$ cat src/svdet_consts.svh
// Offsets, field positions, reset values and timing counts of the voltage monitor block.
// Included by the design and the bench; definitions only.
`ifndef SVDET_CONSTS_SVH
`define SVDET_CONSTS_SVH
`define ADDR_PROT 4'h0
`define ADDR_CLK 4'h1
`define ADDR_CTL 4'h2
`define ADDR_FLAG 4'h3
`define ADDR_IRQEN 4'h4
`define UNLOCK_KEY 16'h0096
`define RESET_KEY 4'ha
`define CLK_DEBUG_RUN_POS 8
`define CLK_DIV_POS 4
`define CLK_SRC_POS 0
`define CTL_SRC_POS 15
`define CTL_CNT_POS 13
`define CTL_THR_POS 8
`define CTL_RST_POS 4
`define CTL_EXT_POS 3
`define CTL_MODE_POS 1
`define CTL_EN_POS 0
`define FLAG_RES_POS 1
`define FLAG_IF_POS 0
`define DEBUG_RUN_RST 1'b1
`define THR_RST 5'h1e
`define PER_M1 10'h07f
`define PER_M2 10'h0ff
`define PER_M3 10'h1ff
`endif

$ cat src/svdet_pkg.sv
// Types shared by the voltage monitor control block.
// Assumes the constants header is available on the include path.
package svdet_pkg;
  typedef enum logic [1:0] {
    mode_cont = 2'b00,
    mode_i128 = 2'b01,
    mode_i256 = 2'b10,
    mode_i512 = 2'b11
  } mode_e;
  typedef struct packed {
    logic src;
    logic [1:0] cnt;
    logic [4:0] thr;
    logic [3:0] rst;
    logic ext;
    mode_e mode;
    logic en;
  } ctl_s;
  typedef struct packed {
    logic debug_run;
    logic [2:0] div;
    logic [1:0] src;
  } clk_s;
endpackage : svdet_pkg

$ cat src/svdet.sv
// Control logic of a supply voltage detector channel: registers, mode timing, flag and reset.
// Assumes the analog comparator gives a below-threshold level on cmp_low_i and that the
// divided detector clock arrives as a one-cycle tick on det_tick_i from the clock generator.
`timescale 1ns/100ps
`include "svdet_consts.svh"
module svdet
  import svdet_pkg::*;
(
  // Clock and reset.
  input wire logic clk_i,
  input wire logic rst_i,
  // Register port.
  input wire logic [3:0] addr_i,
  input wire logic [15:0] wdata_i,
  input wire logic wr_i,
  input wire logic rd_i,
  output logic [15:0] rdata_o,
  // System state and detector clock.
  input wire logic det_tick_i,
  input wire logic sleep_stop_i,
  input wire logic debug_i,
  // Comparator, asynchronous level.
  input wire logic cmp_low_i,
  // Analog control and events.
  output logic cmp_on_o,
  output logic [4:0] thr_o,
  output logic src_ext_o,
  output logic ext_sel_o,
  output logic [1:0] clk_src_o,
  output logic [2:0] clk_div_o,
  output logic irq_o,
  output logic sys_rst_o
);
  logic [15:0] prot_r;
  clk_s clk_r;
  ctl_s ctl_r;
  logic flag_r;
  logic irq_en_r;
  logic result_r;
  logic [2:0] cmp_sync_r;
  logic cmp_low;
  logic run;
  logic tick;
  logic [9:0] per_r;
  logic [9:0] per_max;
  logic [3:0] hits_r;
  logic [3:0] hits_need;
  logic sample;
  logic low_event;
  logic unlocked;
  logic wr_prot;

  assign unlocked = (prot_r == `UNLOCK_KEY);
  assign wr_prot = wr_i && unlocked;

  // Three flops; a change counts only once the last two agree.
  always_ff @(posedge clk_i or posedge rst_i) begin
    if (rst_i) begin
      cmp_sync_r <= 3'h0;
    end else begin
      cmp_sync_r <= {cmp_sync_r[1:0], cmp_low_i};
    end
  end

  logic cmp_low_r;
  always_ff @(posedge clk_i or posedge rst_i) begin
    if (rst_i) begin
      cmp_low_r <= 1'b0;
    end else if (cmp_sync_r[2] == cmp_sync_r[1]) begin
      cmp_low_r <= cmp_sync_r[2];
    end
  end
  assign cmp_low = cmp_low_r;

  // Ticks stop in sleep with the clock-stop set and in debug without debug-run.
  assign run = !(sleep_stop_i) && !(debug_i && !clk_r.debug_run);
  assign tick = det_tick_i && run;

  always_ff @(posedge clk_i or posedge rst_i) begin
    if (rst_i) begin
      prot_r <= 16'h0000;
    end else if (wr_i && addr_i == `ADDR_PROT) begin
      prot_r <= wdata_i;
    end
  end

  always_ff @(posedge clk_i or posedge rst_i) begin
    if (rst_i) begin
      clk_r <= '{debug_run: `DEBUG_RUN_RST, div: 3'h0, src: 2'h0};
    end else if (wr_prot && addr_i == `ADDR_CLK) begin
      clk_r.debug_run <= wdata_i[`CLK_DEBUG_RUN_POS];
      clk_r.div <= wdata_i[`CLK_DIV_POS +: 3];
      clk_r.src <= wdata_i[`CLK_SRC_POS +: 2];
    end
  end

  // A detector reset forces continuous mode and clears the count field.
  always_ff @(posedge clk_i or posedge rst_i) begin
    if (rst_i) begin
      ctl_r <= '{src: 1'b0, cnt: 2'h0, thr: `THR_RST, rst: 4'h0, ext: 1'b0,
                 mode: mode_cont, en: 1'b0};
    end else if (sys_rst_o) begin
      ctl_r.mode <= mode_cont;
      ctl_r.cnt <= 2'h0;
    end else if (wr_prot && addr_i == `ADDR_CTL) begin
      ctl_r.src <= wdata_i[`CTL_SRC_POS];
      if (wdata_i[`CTL_MODE_POS +: 2] != 2'h0) begin
        ctl_r.cnt <= wdata_i[`CTL_CNT_POS +: 2];
      end
      ctl_r.thr <= wdata_i[`CTL_THR_POS +: 5];
      ctl_r.rst <= wdata_i[`CTL_RST_POS +: 4];
      ctl_r.ext <= wdata_i[`CTL_EXT_POS];
      ctl_r.mode <= mode_e'(wdata_i[`CTL_MODE_POS +: 2]);
      ctl_r.en <= wdata_i[`CTL_EN_POS];
    end
  end

  always_ff @(posedge clk_i or posedge rst_i) begin
    if (rst_i) begin
      irq_en_r <= 1'b0;
    end else if (sys_rst_o) begin
      irq_en_r <= 1'b0;
    end else if (wr_i && addr_i == `ADDR_IRQEN) begin
      irq_en_r <= wdata_i[0];
    end
  end

  always_comb begin
    unique case (ctl_r.mode)
      mode_cont: per_max = 10'h000;
      mode_i128: per_max = `PER_M1;
      mode_i256: per_max = `PER_M2;
      mode_i512: per_max = `PER_M3;
    endcase
  end

  // The interval counter keeps its place across a change between interval modes; a count beyond the
  // new end wraps on the next tick, so the first interval after a change may run long.
  always_ff @(posedge clk_i or posedge rst_i) begin
    if (rst_i) begin
      per_r <= 10'h000;
    end else if (!ctl_r.en || ctl_r.mode == mode_cont) begin
      per_r <= 10'h000;
    end else if (tick) begin
      per_r <= (per_r >= per_max) ? 10'h000 : per_r + 10'h001;
    end
  end

  // Continuous mode follows the comparator directly, even without ticks.
  assign sample = ctl_r.en && ((ctl_r.mode == mode_cont) ||
                  (tick && per_r == per_max));

  always_ff @(posedge clk_i or posedge rst_i) begin
    if (rst_i) begin
      cmp_on_o <= 1'b0;
    end else begin
      cmp_on_o <= ctl_r.en && ((ctl_r.mode == mode_cont) ||
                  (tick && per_r == per_max - 10'h001) || (per_r == per_max));
    end
  end

  always_ff @(posedge clk_i or posedge rst_i) begin
    if (rst_i) begin
      result_r <= 1'b0;
    end else if (sample) begin
      result_r <= cmp_low;
    end
  end

  always_comb begin
    unique case (ctl_r.cnt)
      2'h0: hits_need = 4'h1;
      2'h1: hits_need = 4'h2;
      2'h2: hits_need = 4'h4;
      2'h3: hits_need = 4'h8;
    endcase
  end

  // Hits saturate at the target so that a long low spell keeps raising events.
  always_ff @(posedge clk_i or posedge rst_i) begin
    if (rst_i) begin
      hits_r <= 4'h0;
    end else if (!ctl_r.en || ctl_r.mode == mode_cont) begin
      hits_r <= 4'h0;
    end else if (sample) begin
      hits_r <= !cmp_low ? 4'h0 : (hits_r >= hits_need) ? hits_r : hits_r + 4'h1;
    end
  end

  assign low_event = sample && cmp_low && ((ctl_r.mode == mode_cont) ||
                     (hits_r + 4'h1 >= hits_need));

  // A new event wins over a clear written in the same cycle.
  always_ff @(posedge clk_i or posedge rst_i) begin
    if (rst_i) begin
      flag_r <= 1'b0;
    end else if (low_event) begin
      flag_r <= 1'b1;
    end else if (wr_i && addr_i == `ADDR_FLAG && wdata_i[`FLAG_IF_POS]) begin
      flag_r <= 1'b0;
    end
  end

  // The reset holds until the voltage recovers.
  always_ff @(posedge clk_i or posedge rst_i) begin
    if (rst_i) begin
      sys_rst_o <= 1'b0;
    end else if (low_event && ctl_r.rst == `RESET_KEY) begin
      sys_rst_o <= 1'b1;
    end else if (sample && !cmp_low) begin
      sys_rst_o <= 1'b0;
    end
  end

  always_ff @(posedge clk_i or posedge rst_i) begin
    if (rst_i) begin
      irq_o <= 1'b0;
    end else begin
      irq_o <= flag_r && irq_en_r && ctl_r.rst != `RESET_KEY;
    end
  end

  always_ff @(posedge clk_i or posedge rst_i) begin
    if (rst_i) begin
      thr_o <= `THR_RST;
      src_ext_o <= 1'b0;
      ext_sel_o <= 1'b0;
      clk_src_o <= 2'h0;
      clk_div_o <= 3'h0;
    end else begin
      thr_o <= ctl_r.thr;
      src_ext_o <= ctl_r.src;
      ext_sel_o <= ctl_r.ext;
      clk_src_o <= clk_r.src;
      clk_div_o <= clk_r.div;
    end
  end

  // Read data stand for one cycle only, so a master that looks late sees zero.
  always_ff @(posedge clk_i or posedge rst_i) begin
    if (rst_i) begin
      rdata_o <= 16'h0000;
    end else if (rd_i) begin
      unique case (addr_i)
        `ADDR_PROT: rdata_o <= {15'h0000, unlocked};
        `ADDR_CLK: rdata_o <= {7'h00, clk_r.debug_run, 1'b0, clk_r.div, 2'h0, clk_r.src};
        `ADDR_CTL: rdata_o <= {ctl_r.src, ctl_r.cnt, ctl_r.thr, ctl_r.rst, ctl_r.ext,
                               ctl_r.mode, ctl_r.en};
        `ADDR_FLAG: rdata_o <= {14'h0000, result_r, flag_r};
        `ADDR_IRQEN: rdata_o <= {15'h0000, irq_en_r};
        default: rdata_o <= 16'h0000;
      endcase
    end else begin
      rdata_o <= 16'h0000;
    end
  end

  a_locked_ignore: assert property (@(posedge clk_i) disable iff (rst_i)
    (wr_i && !unlocked && addr_i == `ADDR_CTL) |=> $stable(ctl_r))
    else $error("Control changed while locked.");
  a_flag_sticky: assert property (@(posedge clk_i) disable iff (rst_i)
    (flag_r && !(wr_i && addr_i == `ADDR_FLAG && wdata_i[0])) |=> flag_r)
    else $error("Flag dropped without a clear.");
  a_irq_gate: assert property (@(posedge clk_i) disable iff (rst_i)
    irq_o |-> $past(flag_r) && $past(irq_en_r))
    else $error("Interrupt without flag and enable.");
  a_cont_result: assert property (@(posedge clk_i) disable iff (rst_i)
    (ctl_r.en && ctl_r.mode == mode_cont) |=> result_r == $past(cmp_low))
    else $error("Continuous result not tracking.");
  a_debug_halt: assert property (@(posedge clk_i) disable iff (rst_i)
    (debug_i && !clk_r.debug_run && ctl_r.mode != mode_cont) |=> $stable(per_r))
    else $error("Interval advanced in debug.");
  a_reset_key: assert property (@(posedge clk_i) disable iff (rst_i)
    (low_event && ctl_r.rst == `RESET_KEY) |=> sys_rst_o)
    else $error("Reset not raised.");
  a_event_flag: assert property (@(posedge clk_i) disable iff (rst_i)
    low_event |=> flag_r)
    else $error("Event did not set flag.");
  a_count_need: assert property (@(posedge clk_i) disable iff (rst_i)
    (low_event && ctl_r.mode != mode_cont) |-> hits_r + 4'h1 >= hits_need)
    else $error("Intermittent event too early.");

  // Halted ticks must freeze the interval, while debug-run keeps it moving.
  a_sleep_halt: assert property (@(posedge clk_i) disable iff (rst_i)
    (sleep_stop_i && ctl_r.en && ctl_r.mode != mode_cont) |=> $stable(per_r))
    else $error("Interval advanced in sleep.");
  a_debug_run: assert property (@(posedge clk_i) disable iff (rst_i)
    (debug_i && clk_r.debug_run && !sleep_stop_i && det_tick_i && ctl_r.en &&
     ctl_r.mode != mode_cont) |=> per_r != $past(per_r))
    else $error("Interval stalled in debug with debug-run set.");
  a_result_hold: assert property (@(posedge clk_i) disable iff (rst_i)
    (ctl_r.mode != mode_cont && !tick) |=> $stable(result_r))
    else $error("Intermittent result changed between detections.");

  a_reset_no_irq: assert property (@(posedge clk_i) disable iff (rst_i)
    (ctl_r.rst == `RESET_KEY) |=> !irq_o)
    else $error("Interrupt raised while reset issue is chosen.");
  a_irq_follow: assert property (@(posedge clk_i) disable iff (rst_i)
    (flag_r && irq_en_r && ctl_r.rst != `RESET_KEY) |=> irq_o)
    else $error("Interrupt missing with flag and enable set.");
  a_flag_clear: assert property (@(posedge clk_i) disable iff (rst_i)
    (wr_i && addr_i == `ADDR_FLAG && wdata_i[`FLAG_IF_POS] && !low_event) |=> !flag_r)
    else $error("Flag not cleared by a write of one.");
  a_count_eight: assert property (@(posedge clk_i) disable iff (rst_i)
    (low_event && ctl_r.mode != mode_cont && ctl_r.cnt == 2'h3) |-> hits_r >= 4'h7)
    else $error("Eight-count event before seven earlier hits.");

  a_thr_copy: assert property (@(posedge clk_i) disable iff (rst_i)
    1'b1 |=> thr_o == $past(ctl_r.thr))
    else $error("Threshold output not following its field.");
  a_src_copy: assert property (@(posedge clk_i) disable iff (rst_i)
    1'b1 |=> (src_ext_o == $past(ctl_r.src) && ext_sel_o == $past(ctl_r.ext)))
    else $error("Source outputs not following their fields.");
  a_clk_locked: assert property (@(posedge clk_i) disable iff (rst_i)
    (wr_i && !unlocked && addr_i == `ADDR_CLK) |=> $stable(clk_r))
    else $error("Clock settings changed while locked.");
endmodule : svdet

$ cat config.mk
export PLATFORM = sky130hd
export DESIGN_NAME = svdet
export DESIGN_NICKNAME = d
export VERILOG_FILES = /design/src/svdet_pkg.sv /design/src/svdet.sv
export VERILOG_INCLUDE_DIRS = /design/src
export SDC_FILE = /design/constraint.sdc
export NUM_CORES = 1
export LEC_CHECK = 0
export BUFFER_PORTS_ARGS = -buffer_cell sky130_fd_sc_hd__buf_2
export CAP_MARGIN = 25
export CORE_MARGIN = 2
export CORE_UTILIZATION = 51
export CTS_BUF_LIST = sky130_fd_sc_hd__clkbuf_16
export DETAILED_ROUTE_END_ITERATION = 10
export PLACE_DENSITY_LB_ADDON = 0.08
export SLEW_MARGIN = 25
export SYNTH_ARGS = -nofsm -noshare
export SYNTH_HDL_FRONTEND = slang
export SYNTH_SLANG_ARGS = --single-unit
$ cat constraint.sdc
create_clock -name clk_i -period 2.9 [get_ports clk_i]
set_input_delay 0.725 -clock clk_i [delete_from_list [all_inputs] [get_ports clk_i]]
set_output_delay 0.725 -clock clk_i [all_outputs]
set_load 0.005 [all_outputs]
### Word level (Yosys, flattened, before mapping)

Cells that the tools add are included.

| word-level totals | value |
|---|---|
| register bits | 90 |
| input port bits | 28 |
| output and inout port bits | 31 |

| cells by class | value |
|---|---|
| add/subtract/negate cells | 3 |
| magnitude comparators | 3 |
| equality and inequality tests | 17 |
| mux-type cells | 21 |
| bitwise operators | 1 |
| reductions and logical operators | 44 |

Operators with widths:

| cell | number |
|---|---|
| one-hot mux 16 bit (5 select lines) | 1 |
| one-hot mux 10 bit (4 select lines) | 1 |
| 2-to-1 mux 10 bit | 3 |
| == test 10 bit | 2 |
| logical AND 1 bit | 20 |
| == test 16 x 8 -> 1 bit, second input constant | 1 |
| 2-to-1 mux 16 bit | 1 |
| 2-to-1 mux 4 bit | 4 |
| one-hot mux 4 bit (4 select lines) | 1 |
| nonzero test 2 bit | 8 |
| 2-to-1 mux 15 bit | 1 |
| adder 10 x 1 -> 10 bit, second input constant | 1 |
| >= comparator 10 bit | 1 |
| subtractor 10 x 1 -> 10 bit, second input constant | 1 |
| == test 2 bit, second input constant | 4 |
| == test 4 x 2 -> 1 bit, second input constant | 2 |
| >= comparator 4 bit | 2 |
| 2-to-1 mux 1 bit | 6 |
| 2-to-1 mux 2 bit | 3 |
| AND reduction 2 bit | 3 |
| logical NOT 1 bit | 5 |
| logical OR 1 bit | 5 |
| adder 4 x 1 -> 4 bit, second input constant | 1 |
| == test 2 x 1 -> 1 bit, second input constant | 2 |
| 9 further kinds | 10 |

### Longest topological paths before layout

Gate-level depths: netlist (run 1).

| depth | value |
|---|---|
| depth after elaboration | 12 |
| gate-level depth with buffers | 8 |
| mapped depth without buffers | 8 |

### Worst setup path before layout (run 1)

No wires, ideal clock.

| timing | value |
|---|---|
| kind | flip-flop to flip-flop |
| start point | register ctl_r[2] in the netlist's numbering |
| end point | register hits_r[2] |
| setup time | 0.082 ns |
| arrival | 2.634 ns |
| data required time | 2.818 ns |
| slack | 0.184 ns |
| stages on the path, launching flop included | 9 |
| clock period less this slack | 2.716 ns |
| cell sequence | dfrtp_1 inv_1 ha_1 buf_6 or4b_1 o32a_2 or4_4 or4b_1 a31oi_1 |

| on the way | value |
|---|---|
| word-level cells in the longest chain between the ends | 8 |
| elaborated cells on any way between the ends | 14 |
| classes of those cells | eq/ne: 5; mux: 2; reduce/logical: 7 |

RTL lines:

| item | line | RTL |
|---|---|---|
| start, declared | svdet.sv:36 | `ctl_s ctl_r;` |
| start signal, assigned | svdet.sv:100 | `` ctl_r <= '{src: 1'b0, cnt: 2'h0, thr: `THR_RST, rst: 4'h0, ext: 1'b0, `` |
| == test 2 bit, or another cell as far along | svdet.sv:129 | `unique case (ctl_r.mode)` |
| one-hot mux 10 bit (4 select lines) | svdet.sv:129 |  |
| == test 10 bit | svdet.sv:151 | `(tick && per_r == per_max));` |
| logical AND 1 bit | svdet.sv:151 |  |
| logical OR 1 bit | svdet.sv:150 | `assign sample = ctl_r.en && ((ctl_r.mode == mode_cont) \|\|` |
| logical AND 1 bit | svdet.sv:150 |  |
| nonzero test 2 bit (no line) | - |  |
| AND reduction 2 bit (no line) | - |  |
| end signal, assigned | svdet.sv:186 | `hits_r <= !cmp_low ? 4'h0 : (hits_r >= hits_need) ? hits_r : hits_r + 4'h1;` |
| end, declared | svdet.sv:46 | `logic [3:0] hits_r;` |

Parallel ways exist; a longest one is shown, timed or not. The select of a mux whose other input is x is not followed.
A chain may end at the register's enable or synchronous reset.

### Worst setup path after layout (run 1)

Same ends and word-level chain as after synthesis.

==> results of run 1 <==
==> layout make-up <==
class,count,area share
sequential,90,0.463
multi-input combinational,234,0.352
timing repair buffer,70,0.0804
clock buffer,9,0.0461
tap,102,0.0261
clock inverter,7,0.0253
inverter,8,0.00691
==> through the flow <==
step,utilization,instance area (µm²),std cells
after floorplan,-,4050,339
after global placement,0.587,4540,504
after detailed placement,0.587,4540,504
after CTS,0.632,4890,520
after global routing,0.633,4890,520
final,0.633,4890,520
==> worst register-to-register path, delay by kind of cell, from the launching register on <==
| family | cells | cell delay [ps] |
|---|---|---|
| adder cells (fa/ha/maj) | 1 | 200 |
| flip-flops | 1 | 410 |
| AO/OA/AOI/OAI | 2 | 410 |
| buffers and inverters | 1 | 130 |
| AND/OR/NAND/NOR | 3 | 1500 |
==> layer usage <==
layer,share of wire,global-route usage,vias to the layer above,wire (µm)
met5,0,0,-,0
met4,0.022,0.0846,0,190
met3,0.037,0.0451,14,321
met2,0.51,0.362,52,4360
met1,0.43,0.264,1409,3730
li1,-,-,1380,-
==> path summary, 6_finish.rpt <==
check	start	end	slack, ps	cells after the start
max in group asynchronous	rst_i	thr_o[1]	1730	3
worst min-delay path	cmp_sync_r[0]	cmp_sync_r[1]	360	0
worst min register to register	cmp_sync_r[0]	cmp_sync_r[1]	360	0
worst max register to register	ctl_r[2]	hits_r[2]	170	7
worst max-delay path	ctl_r[2]	hits_r[2]	170	7
min in group asynchronous	rst_i	rdata_o[10]	470	2
==> report_power, final <==
group          total, µW  switching (µW)  internal (µW)
Clock               1350             498            851
Sequential          1370            45.5           1330
Combinational        180            88.9           90.8
Total               2900             633           2270
==> cells by family (layout without fill, tap and decap cells) <==
group	Yosys count	count (layout)	synth area share
fa+ha+maj	18	18	0.0550
xor+xnor	5	5	0.0108
flops	90	90	0.559
compound gates	51	51	0.0844
buf+inv	15	94	0.0188
mux	40	40	0.110
simple gates	120	120	0.162
==> registers in the layout (all words and copies together), names as in the netlist <==
register and flops:
ctl_r 16, prot_r 16, rdata_o 16, per_r 10, clk_r 6, thr_o 5, hits_r 4, clk_div_o 3
cmp_sync_r 3, clk_src_o 2, cmp_low 1, cmp_on_o 1, ext_sel_o 1, flag_r 1, irq_en_r 1, irq_o 1
result_r 1, src_ext_o 1, sys_rst_o 1
==> Yosys cell counts (all sizes together) (5+ instances only) <==
library cell	number
dfrtp	81
mux2	37
nand2	25
nor2	24
ha	17
o21ai	17
and3	14
nand3	10
dfstp	9
inv	8
nand4	7
nor3	6
nor4	6
a22oi	5
a31oi	5
==> metrics, run 1 <==
synthesized area between 4000 and 5000 µm²; Fmax 366 MHz; Area contributors post-synth dfrtp_1, mux2_2, dfstp_2, ha_1, nand2_1; area occupied by multi-input gates about 1700 µm²; layout cells sized above 1 0.349; WP data arrival around 3000 ps; LEAKAGE approximately 0.0024 µW; largest net degree at the start of global routing between 40 and 50; VDD IR max 0.484 mV; CP endpoint kind register; DRC Markers 0; DR vias 2,855; initial antenna violation count 0; number of max-cap violations 0; Avg Vias per Cell approximately 5.5; post-detail-place hpwl roughly 6.2 mm; clock sinks 90; htree depth 3; Slew Viols, Final 0; WL per Instance 16.5 µm; Area Overhead vs Synth 20.7%; crit path max-delay cell type or4_4; Synth area leader dfrtp_1; Routed WL about 8.6 mm; Overflow after GRT 0; # IOs between 50 and 60; hold buffers post-CTS 0; clk buf depth 2; ANT cells 0; Port Buffer Count slightly below 60; register area about 2300 µm²; Period minus WS final about 2700 ps; cells resized by post-CTS repair 0; Setup TNS 0 ps; synth unique cells 54; crit-path max FO 7; critical path buffer and inverter count 1; CP Cell Sequence inv_1 > ha_1 > or4b_1 > o32a_2 > or4_4 > or4b_1 > a31oi_1; top_reg_cell synth dfrtp_1; Final ANT Viol Nets 0; share of Yosys cell area claimed by the top area cell type 0.501; die area roughly 8700 µm²; fin crit share 0.941; post-synthesis net count around 380; gpl congestion about 0.86; power density cells about 590 nW/µm²; EDFF count, synth 0; worst hold slack between 300 and 400 ps; clock latency on the worst-skew pair about 340 ps; unrepaired setup endpoints after global routing false; Mapped Cells between 300 and 400; vias in the first global route around 2,900; Required @ worst endpoint ~3200 ps; final worst clock skew ~7.5 ps; global-route wire length before repair about 14 mm; Critical Path Start Type register; DRT iter0 DRCs approximately 110; final hold vios 0; Tot Pwr 2900 µW; commonest non-fill, non-tap cell in the layout dfrtp_1; TritonCTS clock tree built; Post-Place Worst Slack between 100 and 150 ps; Synth Register Bits 90; Top delay family on crit path simple AND/OR/NAND/NOR gates; relative slew slack 0.577; First-pass DRT Iterations 4; Die W about 93 µm; initial core utilization 0.524; Syn Area/Cell ~12 µm²; worst-margin pin slew 634 ps; Core Footprint between 7000 and 8000 µm²; Worst path max stage delay approximately 560 ps; Nets 458; FILL cells roughly 630; Die Span Y ~93 µm; CTS buffer count 9; status finished, final reports clean; final setup vio count 0; num rows 32; Seq/Total Area, Yosys 0.559; clock-pin slew on the worst setup and hold paths 70 ps; clock tree root buffer cell clkbuf_16; Overall Global Routing Usage 0.212; min-delay worst type reg2reg; Crit Path Category reg2reg; Synth async-reset ratio 1.00; commonest cells after routing, fill and taps aside dfrtp_1, buf_2, mux2_2; Crit path top cell by count or4b_1; Synth Warn # 0; setup ws final 171 ps; Post-CTS Setup Bufs 0
Power figures use the tool's default switching activity.
==> run 2, diff against run 1 <==
CORE_UTILIZATION = 55   (was 51)
clock period = 2.6 ns   (was 2.9 ns; I/O delays follow)
==> metrics, run 2 (synthesized netlist as in run 1, its figures left out) <==
die area 8060 µm² (-7.0%); Die W 89.8 µm (-3.5%); DRC Markers 0 (unchanged); clk buf depth 2 (unchanged); utilization after layout 0.697 (+0.0640); Worst path max stage delay 530 ps (-30 ps); clock-pin slew on the worst setup and hold paths 60 ps (about the same); Overflow after GRT 0 (unchanged); commonest non-fill, non-tap cell in the layout dfrtp_1; vias in the first global route 3,073 (+6.6%); Crit path top cell by count or4b_1; TritonCTS clock tree built; CP Cell Sequence inv_2 > ha_2 > or4b_1 > o32a_4 > or4_4 > or4b_1 > a31oi_1; Nets 470 (+2.6%); final worst clock skew 4.85 ps (-2.65 ps); gpl congestion 0.866 (+1.1%); Gate power share 0.064 (+0.002); hold buffers post-CTS 0 (unchanged); ANT cells 0 (unchanged); Worst R2R Path Depth 7 (unchanged); clock sinks 90 (unchanged); power density cells 648 nW/µm² (+9.1%); # IOs 59 (unchanged); Required @ worst endpoint 2850 ps (-300 ps); setup ws final 40.1 ps (-131 ps); clock latency on the worst-skew pair 330 ps (about the same); number of max-cap violations 0 (unchanged); num rows 31 (-3.1%); Die Span Y 89.8 µm (-3.5%); largest net degree at the start of global routing 91 (+94%); Top delay family on crit path simple AND/OR/NAND/NOR gates; WL per Instance 16.6 µm (+0.69%); Hold Crit Depth 0 (unchanged); final hold vios 0 (unchanged); Avg Vias per Cell 5.66 (+3.1%); DRT iter0 DRCs 143 (+27%); worst hold slack 358 ps (+1.63 ps); LEAKAGE 0.00246 µW (+3.1%); final setup vio count 0 (unchanged); Period minus WS final 2560 ps (-169 ps); final cell area excluding filler cells 5000 µm² (+2.3%); global-route wire length before repair 15.0 mm (+5.6%); CTS buffer count 9 (unchanged); Area Overhead vs Synth 23.5%; area post-placement 4640 µm² (+2.2%); Post-Place Worst Slack 9.81 ps (-99.2 ps); number of cells on the critical path 7 (unchanged); Slew Viols, Final 0 (unchanged); status finished, final reports clean; Placed Cells 513 (+1.8%); Psw 704 µW (+11%); CP endpoint kind register; sequential power share 0.473 (about the same); Port Buffer Count 58 (unchanged); First-pass DRT Iterations 4 (unchanged); initial antenna violation count 0 (unchanged); post-detail-place hpwl 6.08 mm (-2.5%); min-delay worst type reg2reg; Critical Path Start Type register; relative slew slack 0.586 (+0.00913); DR vias 2,995 (+4.9%); WP data arrival 2810 ps (-170 ps); htree depth 3 (unchanged); worst-margin pin slew 615 ps (-18.9 ps); layout cells sized above 1 0.379 (+0.0298); initial core utilization 0.564 (+0.0403); Post-CTS Setup Bufs 0 (unchanged); Final Non-Filler Cells 529 (+1.7%); Final ANT Viol Nets 0 (unchanged); Pint 2530 µW (+12%); r2r setup slk 40 ps (-130 ps); power share of the clock group 0.463 (-0.002); crit-path max FO 4 (-3); unrepaired setup endpoints after global routing true; Core Footprint 7180 µm² (-7.1%); Sw Share 0.217 (-0.000631); crit path max-delay cell type or4_4; Overall Global Routing Usage 0.233 (+0.0205); cells resized by post-CTS repair 0 (unchanged); top flop regs ctl_r x16, prot_r x16, rdata_o x16; commonest cells after routing, fill and taps aside dfrtp_1, buf_2, mux2_2; Fmax 391 MHz (+6.6%); clock tree root buffer cell clkbuf_16; Crit Path Category reg2reg; fin crit share 0.985 (+0.0435); Routed WL 8.80 mm (+2.4%); critical path buffer and inverter count 1 (unchanged); VDD IR max 0.469 mV (-3.1%)
[run 2: cell types whose count changed in the layout (fill, tap and decap cells not counted), moves of 2 or more]
cell | before | now
inv_6 | 1 | 3
buf_4 | 11 | 23
inv_2 | 0 | 2
inv_1 | 7 | 5
[run 2: path summary, 6_finish.rpt]
kind / from / endpoint
hold / removal: cmp_sync_r[0] / cmp_sync_r[1]
hold reg to reg: cmp_sync_r[0] / cmp_sync_r[1]
setup reg to reg: ctl_r[2] / hits_r[2]
max in group asynchronous: rst_i / clk_r[5]
setup / recovery: ctl_r[2] / hits_r[2]
min in group asynchronous: rst_i / hits_r[3]
[run 2: cell type report]
| type | instances | area (µm²) |
|---|---|---|
| clock inverters | 7 | 121 |
| repair buffers | 82 | 483 |
| clock buffers | 9 | 225 |
| inverters | 8 | 33.8 |
| well taps | 99 | 124 |
| fillers | 539 | 2180 |
| flip-flops and latches | 90 | 2260 |
| multi-input cells | 234 | 1750 |
[run 2: power by group through the flow]
stage,clock network (µW),registers (µW),logic [µW]
floorplan,0,1530,136
global placement,0,1550,199
detailed placement,0,1560,206
CTS,1520,1530,210
global route,1590,1540,231
finish,1500,1530,207
[run 2: through the flow]
stage,total power [µW],setup TNS [ps]
3_5_place_dp,1760,0
4_1_cts,3260,0
6_report,3240,0
3_3_place_gp,1750,0
5_1_grt,3360,-61.8
2_1_floorplan,1670,-94.1
[run 2: metal layers]
metal	share of wire	up-vias	wire (µm)	GRT usage
met1	0.43	1500	3820	0.297
met5	0	-	0	0
met2	0.52	66	4550	0.397
met3	0.033	15	288	0.0461
li1	-	1414	-	-
met4	0.017	0	149	0.0859
==> run 3, diff against run 2 <==
SETUP_SLACK_MARGIN = 0.5   (was unset)
==> metrics, run 3 (synthesized netlist as in run 1, its figures left out) <==
Area Overhead vs Synth 31.0%; Psw 716 µW (+1.7%); Gate power share 0.071 (+0.007); # IOs 59 (unchanged); Placed Cells 511 (-0.39%); layout cells sized above 1 0.455 (+0.0759); htree depth 3 (unchanged); Nets 484 (+3.0%); Top delay family on crit path simple AND/OR/NAND/NOR gates; final worst clock skew 7.89 ps (+3.04 ps); power density cells 596 nW/µm² (-8.0%); crit path max-delay cell type or4_4; Fmax 389 MHz (-0.33%); CP endpoint kind register; clock-pin slew on the worst setup and hold paths 70 ps (about the same); clock tree root buffer cell clkbuf_16; Period minus WS final 2570 ps (+8.37 ps); power share of the clock group 0.445 (-0.018); final hold vios 0 (unchanged); final setup vio count 0 (unchanged); r2r startpoint ctl_r[1]; WP data arrival 2810 ps (about the same); M1 WL 4.03 mm (+5.6%); Overall Global Routing Usage 0.233 (about the same); sequential power share 0.484 (+0.011); DR vias 3,059 (+2.1%); WL per Instance 17.2 µm (+3.6%); critical path buffer and inverter count 1 (unchanged); num rows 31 (unchanged); initial antenna violation count 0 (unchanged); initial core utilization 0.564 (unchanged); Required @ worst endpoint 2850 ps (about the same); Slew Viols, Final 0 (unchanged); number of max-cap violations 0 (unchanged); Hold Crit Start ctl_r[11]; met2 wire length 4.88 mm (+7.4%); Sw Share 0.226 (+0.00889); clock sinks 90 (unchanged); post-detail-place hpwl 6.40 mm (+5.2%); Avg Vias per Cell 5.63 (-0.50%); VDD IR max 0.589 mV (+26%); CTS buffer count 9 (unchanged); utilization after layout 0.739 (+0.0427); status finished, final reports clean; clk buf depth 2 (unchanged); Die W 89.8 µm (unchanged); hold buffers post-CTS 0 (unchanged); unrepaired setup endpoints after global routing true; top sig layer met4; largest net degree at the start of global routing 40 (-56%); relative slew slack 0.487 (-0.0986); met3 WL 319 µm (+11%); worst-margin pin slew 764 ps (+149 ps); Pint 2450 µW (-3.4%); CP Cell Sequence inv_2 > ha_4 > or4b_4 > o32a_4 > or4_4 > or4b_1 > a31oi_1; First-pass DRT Iterations 4 (unchanged); Routed WL 9.36 mm (+6.3%); DRT iter0 DRCs 174 (+22%); fin crit share 0.988 (+0.00322); clock latency on the worst-skew pair 340 ps (about the same); Critical Path Start Type register; Crit Path Category reg2reg; die area 8060 µm² (unchanged); Tot Pwr 3160 µW (-2.3%); Final ANT Viol Nets 0 (unchanged); Setup TNS 0 ps (unchanged); ANT cells 0 (unchanged); Worst path max stage delay 520 ps (about the same); Die Span Y 89.8 µm (unchanged); Final Non-Filler Cells 543 (+2.6%); commonest non-fill, non-tap cell in the layout dfrtp_1; FILL cells 485 (-10%); Core Footprint 7180 µm² (unchanged); crit-path max FO 2 (-2); Overflow after GRT 0 (unchanged); crit path from ctl_r[1]; DRC Markers 0 (unchanged); gpl congestion 0.873 (+0.77%); final cell area excluding filler cells 5310 µm² (+6.1%); LEAKAGE 0.00254 µW (+3.4%); commonest cells after routing, fill and taps aside dfrtp_1, buf_2, mux2_2; area post-placement 4650 µm² (+0.24%); top flop regs ctl_r x16, prot_r x16, rdata_o x16; Port Buffer Count 58 (unchanged); vias in the first global route 2,975 (-3.2%); min-delay worst type reg2reg; TritonCTS clock tree built; global-route wire length before repair 14.8 mm (-1.7%)
run 3: cell types whose count changed in the layout (fill, tap and decap cells not counted), sizes merged:
cell / before / now
clkinv: 1 / 2
bufinv: 3 / 2
inv: 10 / 8
clkinvlp: 1 / 3
buf: 82 / 96
run 3: final timing paths:
check | cells after the start | slack [ps] | end
min | 0 | 370 | thr_o[3]
min in group asynchronous | 2 | 400 | cmp_sync_r[1]
max | 7 | 30 | hits_r[2]
max in group asynchronous | 3 | 1560 | thr_o[4]
min reg2reg | 0 | 370 | thr_o[3]
max reg2reg | 7 | 30 | hits_r[2]
run 3: power groups by stage:
stage	logic, µW	clock network, µW	registers [µW]
final	225	1410	1530
after CTS	221	1420	1530
after detailed placement	213	0	1550
after global routing	249	1480	1540
after floorplan	137	0	1530
after global placement	206	0	1550
run 3: timing repair:
| action | CTS | global route |
|---|---|---|
| pin swaps | 17 | 14 |
| endpoints found under the setup margin | 17 | 20 |
| hold endpoints to repair | 0 | 0 |
| resized for setup | 20 | 28 |
| buffers inserted | 6 | 10 |
run 3: per-layer routing:
layer  up-vias  track usage
li1       1445            -
met1      1541        0.307
met2        63        0.389
met3        10       0.0495
met4         0       0.0744
met5         -            0
run 3: metrics by stage:
stage / hold WS (ps) / setup slack (ps)
after global placement: 336 / 35.7
after global routing: 378 / -25.4
final: 367 / 31.8
after floorplan: 331 / -94.1
after detailed placement: 364 / -2.80
after CTS: 368 / 46.1
run 3: layout make-up:
cell class | count | area, µm² | share of cell area
inverter | 8 | 33.8 | 0.00637
tap | 99 | 124 | 0.0233
timing repair buffer | 96 | 634 | 0.120
clock inverter | 7 | 101 | 0.0191
multi-input combinational | 234 | 1920 | 0.362
clock buffer | 9 | 225 | 0.0425
sequential | 90 | 2260 | 0.427
